**config.mk**
```make
export PLATFORM = sky130hd
export DESIGN_NAME = shcs_bus_master
export DESIGN_NICKNAME = d
export VERILOG_FILES = /design/src/hdl/shcs_parity.v /design/src/hdl/shcs_select_timer.v /design/src/hdl/shcs_bus_master.v
export VERILOG_INCLUDE_DIRS = /design/src /design/src/shared
export SDC_FILE = /design/constraint.sdc
export NUM_CORES = 1
export LEC_CHECK = 0
export ABC_AREA = 1
export BUFFER_PORTS_ARGS = -buffer_cell sky130_fd_sc_hd__clkbuf_2
export CAP_MARGIN = 40
export CORE_ASPECT_RATIO = 1.2
export CORE_MARGIN = 2
export CORE_UTILIZATION = 30
export DETAILED_ROUTE_END_ITERATION = 10
export GPL_TIMING_DRIVEN = 0
export PLACE_DENSITY = 0.6
export SLEW_MARGIN = 20
export SYNTH_ARGS = -nofsm -noshare
export SYNTH_HDL_FRONTEND = slang
export SYNTH_SLANG_ARGS = --single-unit
```
**constraint.sdc**
```tcl
create_clock -name clk -period 1.85 [get_ports clk]
set_input_delay 0.0925 -clock clk [delete_from_list [all_inputs] [get_ports clk]]
set_output_delay 0.0925 -clock clk [all_outputs]
set_load 0.01 [all_outputs]
```
**src/shared/shcs_defines.vh**
```
// constants for the synchronous host bus chip-select block
`ifndef SHCS_DEFINES_VH
`define SHCS_DEFINES_VH

// transfer size codes
`define SHCS_SIZE_WORD      2'h0
`define SHCS_SIZE_BYTE      2'h1
`define SHCS_SIZE_HALF      2'h2
// select assert delay codes
`define SHCS_ACS_NONE       2'h0
`define SHCS_ACS_QUARTER    2'h2
`define SHCS_ACS_HALF       2'h3
// wait-state field
`define SHCS_WAIT_W         4
`define SHCS_WAIT_ZERO      4'h0
// burst beats: last beat index and beat counter zero
`define SHCS_BEATS_LAST     2'h3
`define SHCS_BEAT_ZERO      2'h0
// bus time-out in clocks
`define SHCS_TIMEOUT_LAST   8'hff
`define SHCS_TIMEOUT_ZERO   8'h00
// address low bits for burst alignment
`define SHCS_ALIGN_ZERO     2'h0

`endif

```
**src/hdl/shcs_parity.v**
```verilog
// byte-lane parity generator and checker
`timescale 1ns/1ps
`include "shcs_defines.vh"

module shcs_parity (
    data,     // 32-bit bus word, bit 0 most significant
    lane_par, // parity bit per byte lane
    par_in,   // parity returned with the data
    lane_use, // byte lanes in use
    par_err   // parity mismatch on a used lane
);
    input  wire [0:31] data;     // bus word
    output wire [0:3]  lane_par; // generated parity
    input  wire [0:3]  par_in;   // received parity
    input  wire [0:3]  lane_use; // lanes to check
    output wire        par_err;  // any used lane wrong

    wire [0:3] lane_bad;

    // one even-parity generator per byte lane
    genvar g;
    generate
        for (g = 0; g < 4; g = g + 1) begin : g_lane
            assign lane_par[g] = ^data[8*g +: 8];                  // [RULE11]
            assign lane_bad[g] = lane_use[g] & (lane_par[g] ^ par_in[g]); // [RULE11]
        end
    endgenerate

    assign par_err = |lane_bad;
endmodule // shcs_parity

```
**src/hdl/shcs_select_timer.v**
```verilog
// chip-select strobe timing generator
`timescale 1ns/1ps
`include "shcs_defines.vh"

module shcs_select_timer (
    clk,           // bus clock
    sys_rst,       // synchronous reset
    start,         // begin a selected access
    rd,            // access is a read
    relaxed,       // relaxed timing option
    hold_extra,    // first access extra clock
    assert_delay,  // select assert delay code
    early_negate,  // early negate option
    wait_count,    // wait states to insert
    done,          // pulse: internal termination
    cs_n,          // chip select
    oe_n,          // output enable
    we_n,          // write enable
    busy           // access in progress
);
    input  wire                     clk;          // clock
    input  wire                     sys_rst;      // reset
    input  wire                     start;        // start
    input  wire                     rd;           // read
    input  wire                     relaxed;      // relaxed
    input  wire                     hold_extra;   // extended hold
    input  wire [1:0]               assert_delay; // delay code
    input  wire                     early_negate; // early negate
    input  wire [`SHCS_WAIT_W-1:0]  wait_count;   // wait states
    output reg                      done;         // termination
    output reg                      cs_n;         // chip select
    output reg                      oe_n;         // output enable
    output reg                      we_n;         // write enable
    output reg                      busy;         // busy

    localparam ST_IDLE  = 4'h1;
    localparam ST_SETUP = 4'h2;
    localparam ST_WAIT  = 4'h4;
    localparam ST_END   = 4'h8;

    reg [3:0]               state_reg;
    reg [`SHCS_WAIT_W-1:0]  cnt_reg;
    reg                     first_reg;  // no access made yet
    reg                     rd_reg;
    reg [1:0]               setup_reg;  // setup clocks left

    // setup clocks: delay code rounded to a clock, relaxed; first-access hold added at start
    wire [1:0] setup_clks = ((assert_delay != `SHCS_ACS_NONE) ? 2'h1 : 2'h0)  // [RULE16]
                          + (relaxed ? 2'h1 : 2'h0);                           // [RULE18]

    // strobe sequencer
    always @(posedge clk) begin
        if (sys_rst) begin
            state_reg <= ST_IDLE;
            cnt_reg   <= `SHCS_WAIT_ZERO;
            first_reg <= 1'b1;
            rd_reg    <= 1'b0;
            setup_reg <= 2'h0;
            done      <= 1'b0;
            cs_n      <= 1'b1;
            oe_n      <= 1'b1;
            we_n      <= 1'b1;
            busy      <= 1'b0;
        end else begin
            done <= 1'b0;
            case (state_reg)
                ST_IDLE: begin
                    if (start) begin
                        busy      <= 1'b1;
                        rd_reg    <= rd;
                        cnt_reg   <= wait_count;                          // [RULE20]
                        setup_reg <= setup_clks + ((hold_extra && first_reg) ? 2'h1 : 2'h0); // [RULE19]
                        first_reg <= 1'b0;
                        state_reg <= ST_SETUP;
                    end
                end
                ST_SETUP: begin
                    if (setup_reg == 2'h0) begin
                        cs_n      <= 1'b0;                                // [RULE22]
                        oe_n      <= ~rd_reg;                             // [RULE22]
                        we_n      <= rd_reg;                              // [RULE22]
                        state_reg <= ST_WAIT;
                    end else begin
                        setup_reg <= setup_reg - 2'h1;                    // [RULE16] [RULE18]
                    end
                end
                ST_WAIT: begin
                    if (cnt_reg == `SHCS_WAIT_ZERO) begin
                        done      <= 1'b1;                                // [RULE20]
                        if (early_negate) begin
                            cs_n <= 1'b1;                                 // [RULE17]
                            we_n <= 1'b1;                                 // [RULE17]
                        end
                        state_reg <= ST_END;
                    end else begin
                        cnt_reg <= cnt_reg - 4'h1;                        // [RULE20]
                    end
                end
                ST_END: begin
                    cs_n      <= 1'b1;
                    oe_n      <= 1'b1;
                    we_n      <= 1'b1;
                    busy      <= 1'b0;
                    state_reg <= ST_IDLE;
                end
                default: state_reg <= ST_IDLE;
            endcase
        end
    end
endmodule // shcs_select_timer

```
**src/hdl/shcs_bus_master.v**
```verilog
// system bus master with general chip-select unit
//
// Behaviour
// RULE1: all outputs and sampling on rising clock
// RULE2: start strobe low exactly one clock
// RULE3: drive two-bit transfer size code
// RULE4: direction high read, low write throughout
// RULE5: drive four-bit address type with address
// RULE6: slave acknowledges for one clock
// RULE7: no new start until acknowledge released
// RULE8: transaction lasts at least two clocks
// RULE9: error acknowledge aborts; master times out (time-out here only on accesses outside the select region)
// RULE10: lane use set by size and address (lanes here come from size only)
// RULE11: parity generated on writes, checked on reads
// RULE12: bit zero is most significant
// RULE13: burst is four aligned words, A28-A29 held
// RULE14: burst block ends burst into single transfers
// RULE15: peripheral answers burst with burst block
// RULE16: select assertion delayed by programmed code
// RULE17: early negate drops select and write sooner
// RULE18: relaxed timing adds one setup clock
// RULE19: extended hold adds clock on first access
// RULE20: programmed wait states or slave acknowledge
// RULE21: optional automatic burst block for region
// RULE22: select unit drives output and write enables
// RULE23: read data valid with acknowledge
`timescale 1ns/1ps
`include "shcs_defines.vh"

module shcs_bus_master (
    clk,                 // bus clock, 20 MHz
    sys_rst,             // synchronous reset, active high
    req_valid,           // user: request a transaction
    req_rd,              // user: 1 read, 0 write
    req_burst,           // user: four-word burst
    req_size,            // user: transfer size code
    req_type,            // user: address type code
    req_addr,            // user: address, bit 0 msb
    req_wdata,           // user: write data
    req_sel,             // user: address hits chip-select region
    req_ready,           // user: master idle, request accepted
    rsp_valid,           // user: pulse, one beat finished
    rsp_rdata,           // user: read data of the beat
    rsp_error,           // user: beat ended by error, or read beat with bad lane parity
    rsp_last,            // user: last beat of the request
    cfg_assert_delay,    // select assert delay code
    cfg_early_negate,    // early negate option
    cfg_relaxed_timing,  // relaxed timing option
    cfg_extended_hold,   // extended hold option
    cfg_wait_states,     // wait states, 0..15
    cfg_auto_block,      // select unit terminates and blocks bursts
    bus_addr,            // address A[0:31]
    transfer_start_n,    // transfer start
    transfer_size,       // transfer size
    bus_rd_wr,           // direction, high read
    address_type,        // address type
    burst_in_progress_n, // burst in progress
    data_o,              // write data out
    data_oe,             // data driven while high
    data_i,              // data in
    par_o,               // lane parity out
    par_i,               // lane parity in
    transfer_ack_n,      // acknowledge from slave
    transfer_error_ack_n,// error acknowledge from slave
    burst_block_n,       // burst block from slave
    tea_o_n,             // error acknowledge driven by master
    tea_oe,              // error acknowledge enable
    cs_n,                // chip select
    oe_n,                // output enable
    we_n                 // write enable
);
    input  wire         clk;                  // clock
    input  wire         sys_rst;              // reset
    input  wire         req_valid;            // request
    input  wire         req_rd;               // read
    input  wire         req_burst;            // burst
    input  wire [1:0]   req_size;             // size
    input  wire [0:3]   req_type;             // type
    input  wire [0:31]  req_addr;             // address
    input  wire [0:31]  req_wdata;            // write data
    input  wire         req_sel;              // region hit
    output reg          req_ready;            // idle
    output reg          rsp_valid;            // beat done
    output reg  [0:31]  rsp_rdata;            // read data
    output reg          rsp_error;            // error
    output reg          rsp_last;             // last beat
    input  wire [1:0]   cfg_assert_delay;     // delay code
    input  wire         cfg_early_negate;     // early negate
    input  wire         cfg_relaxed_timing;   // relaxed
    input  wire         cfg_extended_hold;    // extended hold
    input  wire [3:0]   cfg_wait_states;      // wait states
    input  wire         cfg_auto_block;       // auto block
    output reg  [0:31]  bus_addr;             // address
    output reg          transfer_start_n;     // start strobe
    output reg  [1:0]   transfer_size;        // size
    output reg          bus_rd_wr;            // direction
    output reg  [0:3]   address_type;         // type
    output reg          burst_in_progress_n;  // burst flag
    output reg  [0:31]  data_o;               // data out
    output reg          data_oe;              // data enable
    input  wire [0:31]  data_i;               // data in
    output reg  [0:3]   par_o;                // parity out
    input  wire [0:3]   par_i;                // parity in
    input  wire         transfer_ack_n;       // ack
    input  wire         transfer_error_ack_n; // error ack
    input  wire         burst_block_n;        // burst block
    output reg          tea_o_n;              // error ack out
    output reg          tea_oe;               // error ack enable
    output wire         cs_n;                 // chip select
    output wire         oe_n;                 // output enable
    output wire         we_n;                 // write enable

    localparam ST_IDLE  = 4'h1;
    localparam ST_START = 4'h2;
    localparam ST_DATA  = 4'h4;
    localparam ST_REC   = 4'h8;

    reg [3:0]  state_reg;
    reg [1:0]  beat_reg;     // beat index in a burst
    reg        burst_reg;    // burst still running
    reg        sel_reg;      // select unit owns this access
    reg [7:0]  tmo_reg;      // time-out count
    reg [1:0]  left_reg;     // single beats still owed after block
    reg [0:3]  lanes_reg;    // byte lanes in use

    wire [0:3] wpar;
    wire       par_err;
    wire       gp_done;
    wire       gp_busy;

    // lane use from size, narrow accesses on the top lanes, bit 0 msb
    reg [0:3] lanes;
    always @* begin
        lanes = 4'hf;                                                    // [RULE10]
        if (req_size == `SHCS_SIZE_HALF)
            lanes = 4'hc;                                   // [RULE10] [RULE12]
        else if (req_size == `SHCS_SIZE_BYTE)
            lanes = 4'h8;                                   // [RULE10] [RULE12]
    end

    shcs_parity u_par (
        .data     (bus_rd_wr ? data_i : data_o),
        .lane_par (wpar),
        .par_in   (par_i),
        .lane_use (lanes_reg),
        .par_err  (par_err)
    );

    wire start_gp = (state_reg == ST_START) && sel_reg;

    shcs_select_timer u_sel (
        .clk          (clk),
        .sys_rst      (sys_rst),
        .start        (start_gp),
        .rd           (bus_rd_wr),
        .relaxed      (cfg_relaxed_timing),
        .hold_extra   (cfg_extended_hold),
        .assert_delay (cfg_assert_delay),
        .early_negate (cfg_early_negate),
        .wait_count   (cfg_wait_states),
        .done         (gp_done),
        .cs_n         (cs_n),
        .oe_n         (oe_n),
        .we_n         (we_n),
        .busy         (gp_busy)
    );

    wire ack   = ~transfer_ack_n | (sel_reg & gp_done);                  // [RULE20]
    wire err   = ~transfer_error_ack_n;                                  // [RULE9]
    wire tmo   = (tmo_reg == `SHCS_TIMEOUT_LAST) & ~sel_reg;             // [RULE9]
    wire block = ~burst_block_n | (sel_reg & cfg_auto_block);            // [RULE14] [RULE21]
    wire rd_par_bad = bus_rd_wr & par_err;                               // [RULE11]

    // main transaction sequencer
    always @(posedge clk) begin                                          // [RULE1]
        if (sys_rst) begin
            state_reg           <= ST_IDLE;
            beat_reg            <= `SHCS_BEAT_ZERO;
            burst_reg           <= 1'b0;
            sel_reg             <= 1'b0;
            tmo_reg             <= `SHCS_TIMEOUT_ZERO;
            left_reg            <= `SHCS_BEAT_ZERO;
            lanes_reg           <= 4'hf;
            req_ready           <= 1'b0;
            rsp_valid           <= 1'b0;
            rsp_rdata           <= 32'h0;
            rsp_error           <= 1'b0;
            rsp_last            <= 1'b0;
            bus_addr            <= 32'h0;
            transfer_start_n    <= 1'b1;
            transfer_size       <= `SHCS_SIZE_WORD;
            bus_rd_wr           <= 1'b1;
            address_type        <= 4'h0;
            burst_in_progress_n <= 1'b1;
            data_o              <= 32'h0;
            data_oe             <= 1'b0;
            par_o               <= 4'h0;
            tea_o_n             <= 1'b1;
            tea_oe              <= 1'b0;
        end else begin
            rsp_valid        <= 1'b0;
            rsp_last         <= 1'b0;
            rsp_error        <= 1'b0;
            transfer_start_n <= 1'b1;                                    // [RULE2]
            tea_o_n          <= 1'b1;
            tea_oe           <= 1'b0;
            case (state_reg)
                ST_IDLE: begin
                    req_ready <= transfer_ack_n;                         // [RULE7]
                    if (req_valid && req_ready && transfer_ack_n) begin  // [RULE7]
                        req_ready        <= 1'b0;
                        burst_reg        <= req_burst;
                        bus_addr         <= req_burst ?
                            {req_addr[0:29], `SHCS_ALIGN_ZERO} : req_addr; // [RULE13]
                        transfer_size    <= req_burst ? `SHCS_SIZE_WORD : req_size; // [RULE3]
                        address_type     <= req_type;                    // [RULE5]
                        bus_rd_wr        <= req_rd;                      // [RULE4]
                        burst_in_progress_n <= ~req_burst;
                        lanes_reg        <= req_burst ? 4'hf : lanes;    // [RULE10]
                        sel_reg          <= req_sel;
                        data_o           <= req_wdata;
                        transfer_start_n <= 1'b0;                        // [RULE2]
                        beat_reg         <= `SHCS_BEAT_ZERO;
                        left_reg         <= `SHCS_BEAT_ZERO;
                        tmo_reg          <= `SHCS_TIMEOUT_ZERO;
                        state_reg        <= ST_START;
                    end
                end
                ST_START: begin
                    // start clock is one cycle; ack earliest next clock
                    par_o     <= wpar;                                   // [RULE11]
                    data_oe   <= ~bus_rd_wr;      // data and parity together [RULE11]
                    state_reg <= ST_DATA;                                // [RULE8]
                end
                ST_DATA: begin
                    tmo_reg <= tmo_reg + 8'h1;
                    if (tmo) begin
                        tea_o_n   <= 1'b0;                               // [RULE9]
                        tea_oe    <= 1'b1;
                        rsp_valid <= 1'b1;
                        rsp_error <= 1'b1;
                        rsp_last  <= 1'b1;
                        state_reg <= ST_REC;
                    end else if (err) begin
                        rsp_valid <= 1'b1;                               // [RULE9]
                        rsp_error <= 1'b1;
                        rsp_last  <= 1'b1;
                        state_reg <= ST_REC;
                    end else if (ack) begin
                        rsp_valid <= 1'b1;
                        rsp_rdata <= data_i;                             // [RULE23]
                        rsp_error <= rd_par_bad;                         // [RULE11]
                        tmo_reg   <= `SHCS_TIMEOUT_ZERO;
                        if (burst_reg && block && beat_reg == `SHCS_BEAT_ZERO) begin
                            // rest of the line as single transfers
                            burst_reg <= 1'b0;                           // [RULE14]
                            burst_in_progress_n <= 1'b1;
                            left_reg  <= `SHCS_BEATS_LAST;
                            bus_addr[28:29] <= bus_addr[28:29] + 2'h1;
                            state_reg <= ST_REC;
                        end else if (burst_reg && beat_reg != `SHCS_BEATS_LAST) begin
                            beat_reg <= beat_reg + 2'h1;                 // [RULE13]
                            if (beat_reg == 2'h2)
                                burst_in_progress_n <= 1'b1;
                        end else if (left_reg != `SHCS_BEAT_ZERO) begin
                            left_reg <= left_reg - 2'h1;                 // [RULE14]
                            bus_addr[28:29] <= bus_addr[28:29] + 2'h1;
                            rsp_last  <= (left_reg == 2'h1);
                            state_reg <= ST_REC;
                        end else begin
                            rsp_last  <= 1'b1;
                            state_reg <= ST_REC;
                        end
                    end
                end
                ST_REC: begin
                    // wait for ack release and select unit idle
                    if (transfer_ack_n && !gp_busy) begin                // [RULE7]
                        if (left_reg != `SHCS_BEAT_ZERO && !rsp_last) begin
                            transfer_start_n <= 1'b0;                    // [RULE2] [RULE14]
                            tmo_reg          <= `SHCS_TIMEOUT_ZERO;
                            state_reg        <= ST_START;
                        end else begin
                            data_oe   <= 1'b0;
                            left_reg  <= `SHCS_BEAT_ZERO;
                            burst_in_progress_n <= 1'b1;
                            req_ready <= 1'b1;
                            state_reg <= ST_IDLE;
                        end
                    end
                end
                default: state_reg <= ST_IDLE;
            endcase
        end
    end
endmodule // shcs_bus_master

```
# == Word-level counts from Yosys, hierarchy flattened ==
# Cells that the tools add are included.
# totals
inputBits,125
regBits,155
elab_cells,260
# classes
mux,109
add_sub_neg,8
n_eq_ne,36
n_bitwise,23
n_reduce_logical,50
# ops
op,count
$mux 4,14
$mux 2,25
$mux 8,6
$mux 1,44
$mux 32,1
$reduce_xor 8->1,4
$ne 2x2->1 const B,15
$pmux 8 s3,1
$reduce_and 9->1,2
$reduce_bool 2->1,9
$pmux 4 s4,1
$reduce_and 4->1,4
$reduce_and 3->1,5
$reduce_and 7->1,2
$ne 3x3->1 const B,4
$pmux 1 s2,6
$pmux 2 s2,3
$pmux 4 s3,1
$logic_and 1x1->1,9
$not 1->1,9
$pmux 1 s3,3
$add 8x1->8 const B,1
$and 1x1->1,8
$eq 4x1->1 const B,2
other kinds (26),47

# == Longest topological paths before layout ==
# logic_depth
ltp_word,9
mapped_depth,18
depth_no_buf,15

# == Cells and area by module ==
# From an unflattened synthesis, not the netlist that was laid out.
# hier_totals
hier_cells,1164
hier_area_um2,7475.9
# modules_own_cells
module,area_per_inst_um2,cells_each,seq_area_each_um2,n_inst
shcs_bus_master,5771.8,827,2722.6,1
shcs_select_timer,885.8,131,340.3,1
shcs_parity,818.3,206,0.0,1

# == Worst setup path after synthesis ==
# OpenSTA, ideal clock, no wires.
# synth_path
path_kind,reg2reg
startpoint,register tmo_reg[0]
endpoint,register left_reg[0]
setup_time_ns,0.127
t_arrival_ns,1.561
setup_slack_ns,0.162
stages_incl_launch_ff,13
period_less_slack_ns,1.688
path_buffers,0
cell_sequence,dfxtp_1 ha_1 nand2_1 nor2_1 nand2_1 nor2_2 nand3_2 a21oi_4 nor2_1 nand2_1 nor2_1 o21ai_1 a21oi_1
# synth_between
elab_chain_cells,4
# synth_rtl
element,line,text
"start, declared",shcs_bus_master.v:122,reg [7:0] tmo_reg;
"start signal, assigned",shcs_bus_master.v:181,tmo_reg <= `SHCS_TIMEOUT_ZERO;
"start signal, assigned",shcs_bus_master.v:225,tmo_reg <= `SHCS_TIMEOUT_ZERO;
"start signal, assigned",shcs_bus_master.v:236,tmo_reg <= tmo_reg + 8'h1;
$eq 8x8->1 (no source line),--,
$and 1x1->1,shcs_bus_master.v:170,wire tmo = (tmo_reg == `SHCS_TIMEOUT_LAST) & ~sel_reg;
$ne 2x2->1 (no source line),--,
$reduce_and 9->1 (no source line),--,
"end signal, assigned",shcs_bus_master.v:182,left_reg <= `SHCS_BEAT_ZERO;
"end signal, assigned",shcs_bus_master.v:224,left_reg <= `SHCS_BEAT_ZERO;
"end signal, assigned",shcs_bus_master.v:258,left_reg <= `SHCS_BEATS_LAST;
"end, declared",shcs_bus_master.v:123,reg [1:0] left_reg;
# No other way between the ends.
# A chain may end at the register's enable or synchronous reset.

# == Worst setup path after layout ==
# layout_path
startpoint,register bus_rd_wr
endpoint,register rsp_error
# layout_between
elab_chain_cells,9
elab_cells_between_ends,18
# layout_rtl
element,line,text
"start, declared",shcs_bus_master.v:96,output reg bus_rd_wr;
"start signal, assigned",shcs_bus_master.v:217,bus_rd_wr <= req_rd;
$mux 32,shcs_bus_master.v:142,".data (bus_rd_wr ? data_i : data_o),"
$reduce_xor 8->1,shcs_parity.v:24,assign lane_par[g] = ^data[8*g +: 8];
$xor 1x1->1,shcs_parity.v:25,assign lane_bad[g] = lane_use[g] & (lane_par[g] ^ par_in[g]);
$and 1x1->1,shcs_parity.v:25,
$reduce_or 4->1,shcs_parity.v:29,assign par_err = |lane_bad;
$and 1x1->1 (*),shcs_bus_master.v:172,wire rd_par_bad = bus_rd_wr & par_err;
$mux 1 (*),shcs_bus_master.v:249,end else if (ack) begin
$mux 1 (*),shcs_bus_master.v:244,end else if (err) begin
$mux 1 (*),shcs_bus_master.v:237,if (tmo) begin
"end signal, assigned",shcs_bus_master.v:252,rsp_error <= rd_par_bad;
"end, declared",shcs_bus_master.v:85,output reg rsp_error;
# Every way passes the cells marked *; elsewhere a longest branch is shown, timed or not.

==> reports/results.ini <==
[synthesis]
avgSynthCellArea_um2=6.43
synth-edff-count=0
synthTopCellsByCount=nand2_1, dfxtp_1, inv_1
netlist_area_um2=7830
synth_area_leaders=dfxtp_1, nand2_1, o21ai_0
yosysMostFrequentCell=nand2_1
synthCells=1217
ys_seq_area_share_pct=39.1
synth_top_area_share_pct=39.1
synth_top_area_cell=dfxtp_1
async_flop_share_pct=0
ys_ff_latch=153
synth-main-ff-cell=dfxtp_1
yosys.cell_types.count=41
ys_warn_count=0
synthesis.nets=1352

[routing]
vias=9229
drc_errors=0
vias_per_cell=4.71
drt_pass1_iterations=5
ant_nets=0
avgRoutedWirePerCell_um=15.4
drt_iter0_drc=438
wirelength_mm=30.1

[timing]
worst_slew_pin_slew_ns=0.704
setup_viol=1
fmax_mhz=528
min_period_ns=1.90
grt_setup_unrepaired=true
period_share_pct=102
fin_ws_ns=-0.0457
finalSetupTns_ns=-0.0457
slew_headroom_pct=53.0
finalHoldViolations=0
skew_ns=0.0106
drv_slew=0

[floorplan]
dieArea_um2=27400
core_area_um2=25500
io_pins=244
initial_core_util_pct=30.6
fp.dieH_um=181
row_count=64
dieWidth_um=151

[cts]
path_clk_slew_ns=0.07
tritoncts=yes
clkLatencyLatePin_ns=0.44
cts_max_level=4
clock-sinks=153
clockBufferDepth=2
numCtsBuffers=17
root_buffer=clkbuf_16

[critical_path]
path_buf_inv=3
end_kind=flop
crit_path_max_fanout=6
crit_slowest_cell=dfxtp_4
path_delay_family=simple AND/OR/NAND/NOR gates
slowest_delay_ns=0.42
path_cells=inv_4, clkbuf_16, nand2_2, nand2_2, and2_4, nor2_4, nand2_1, nand2_2, nand2_1, nand3_1, nand2_1, nand2_1, inv_1, nand2_2, nand2_1, a21oi_1
r2r_slack_ns=-0.05
cpMostUsedCell=nand2_1
start_kind=flop
arrival_ns=2.27
path_class=reg -> reg
worstPathRequired_ns=2.22

[grt]
grt_max_degree=17
grt_use_total_pct=20.9
grt_pass1_vias=8578
antenna_found_initial=1
grt_overflow=0
grt_pass1_wl_mm=44.2

[hold_path]
min_path_type=in -> reg

[finish]
nets=1749
reg.largest.list=bus_addr x32, data_o x32, rsp_rdata x32
syn_to_final_growth_pct=53.2
postLayoutCoreUtil_pct=46.9
fin_area_um2=12000
finalNonFillerCells=1958
drive_above_1_share_pct=29.3
nFillCells=2559

[pwr]
total_power_mw=11.5
pwr-share-seq_pct=33.4
irDropWorstVdd_mv=0.707
swShare_pct=35.0
intPower_mw=7.45
clockPowerShare_pct=34.1
p_leak_nw=5.84
p_comb_share_pct=32.4
p_sw_mw=4.01
pwr_density_cell_nw_per_um2=956

[placement]
dp_hpwl_mm=21.1
placed_cell_area_um2=9460
post-place-cells=1790
gp_congestion=0.836
portBuffers=243

[status]
failed_checks=setup timing
outcome=finished, violations left

[flow_run]
maxCapViolations=0

-- per-layer routing --
layer  part of all wire [%]  GRT usage [%]  routed length (µm)  vias to the layer above
li1                       -              -                   -                     4654
met1                     42           25.2               12700                     4210
met2                     48           37.0               14500                      302
met3                    5.9           4.32                1770                       63
met4                    3.8           6.21                1130                        0
met5                      0              0                   0                        -
-- kinds of logic after synthesis --
group / share of synthesized area, %
simple gates: 29.3
fa+ha+maj: 1.69
buf+inv: 10.9
compound gates: 18.3
flops: 39.1
xor+xnor: 0.671
-- per-stage QoR --
stage	hold WS, ns	setup slack [ns]
floorplan	0.203	0.162
global route	0.0101	-0.165
detailed placement	0.321	-0.714
CTS	0.00183	-0.185
finish	0.0124	-0.0457
global placement	0.315	-0.707
-- layout by cell type (no fill, tap or decap), types with 7 or more instances in the layout --
cell / synthesis / final
inv_2: 10 / 15
ha_1: 9 / 7
buf_4: 1 / 40
buf_6: 4 / 11
dfxtp_1: 153 / 145
o21ai_1: 24 / 29
nand2_4: 1 / 10
nand2_2: 6 / 35
o21ai_0: 128 / 116
nor2_4: 1 / 9
nor3_1: 11 / 8
nand2_1: 369 / 331
nand3_1: 32 / 26
buf_12: 0 / 7
inv_1: 147 / 140
nor2_2: 5 / 10
clkbuf_1: 27 / 15
clkbuf_2: 0 / 250
dfxtp_2: 0 / 7
clkbuf_16: 0 / 19
nor2_1: 125 / 112
a21oi_1: 97 / 94
dlygate4sd3_1: 0 / 97
-- worst reg2reg max path, cell delays in order, from the launching register on --
cell and delay [ns]:
dfxtp_4 0.42, inv_4 0.08, clkbuf_16 0.17, nand2_2 0.10, nand2_2 0.08, and2_4 0.15
nor2_4 0.10, nand2_1 0.07, nand2_2 0.06, nand2_1 0.07, nand3_1 0.08, nand2_1 0.07
nand2_1 0.08, inv_1 0.05, nand2_2 0.08, nand2_1 0.06, a21oi_1 0.13
-- power groups by stage --
| stage | combinational (mW) | clock, mW | sequential [mW] |
|---|---|---|---|
| floorplan | 1.75 | 0 | 3.94 |
| global placement | 2.78 | 0 | 3.87 |
| detailed placement | 2.82 | 0 | 3.88 |
| CTS | 3.09 | 3.97 | 3.81 |
| global route | 4.11 | 4.10 | 3.87 |
| finish | 3.72 | 3.91 | 3.83 |
-- layout make-up --
type	instances	area (µm²)	share of cell area, %
Sequential cell	153	3080	25.6
Tap cell	330	413	3.44
Timing Repair Buffer	380	2560	21.4
Multi-Input combinational cell	853	4300	35.9
Buffer	52	394	3.29
Inverter	157	594	4.96
Clock inverter	12	188	1.57
Antenna cell	1	2.50	0.0209
Clock buffer	20	457	3.81
-- worst paths after layout --
kind | start | to | cells after the start
worst max-delay path | bus_rd_wr$_SDFFE_PP1P_ | rsp_error$_SDFF_PP0_ | 16
worst max register to register | bus_rd_wr$_SDFFE_PP1P_ | rsp_error$_SDFF_PP0_ | 16
worst min-delay path | data_i[2] | rsp_rdata[2]$_SDFFE_PP0P_ | 3
worst min register to register | rsp_rdata[24]$_SDFFE_PP0P_ | rsp_rdata[24]$_SDFFE_PP0P_ | 2
-- what timing repair did --
item	4_1_cts	5_1_grt
cloned	0	2
gates resized for setup	44	166
buffers inserted	13	25
endpoints found under the hold margin	97	0
setup endpoints to repair	134	110
pin swaps	9	47
hold buffers	97	0
(Power assumes the default switching activity.)
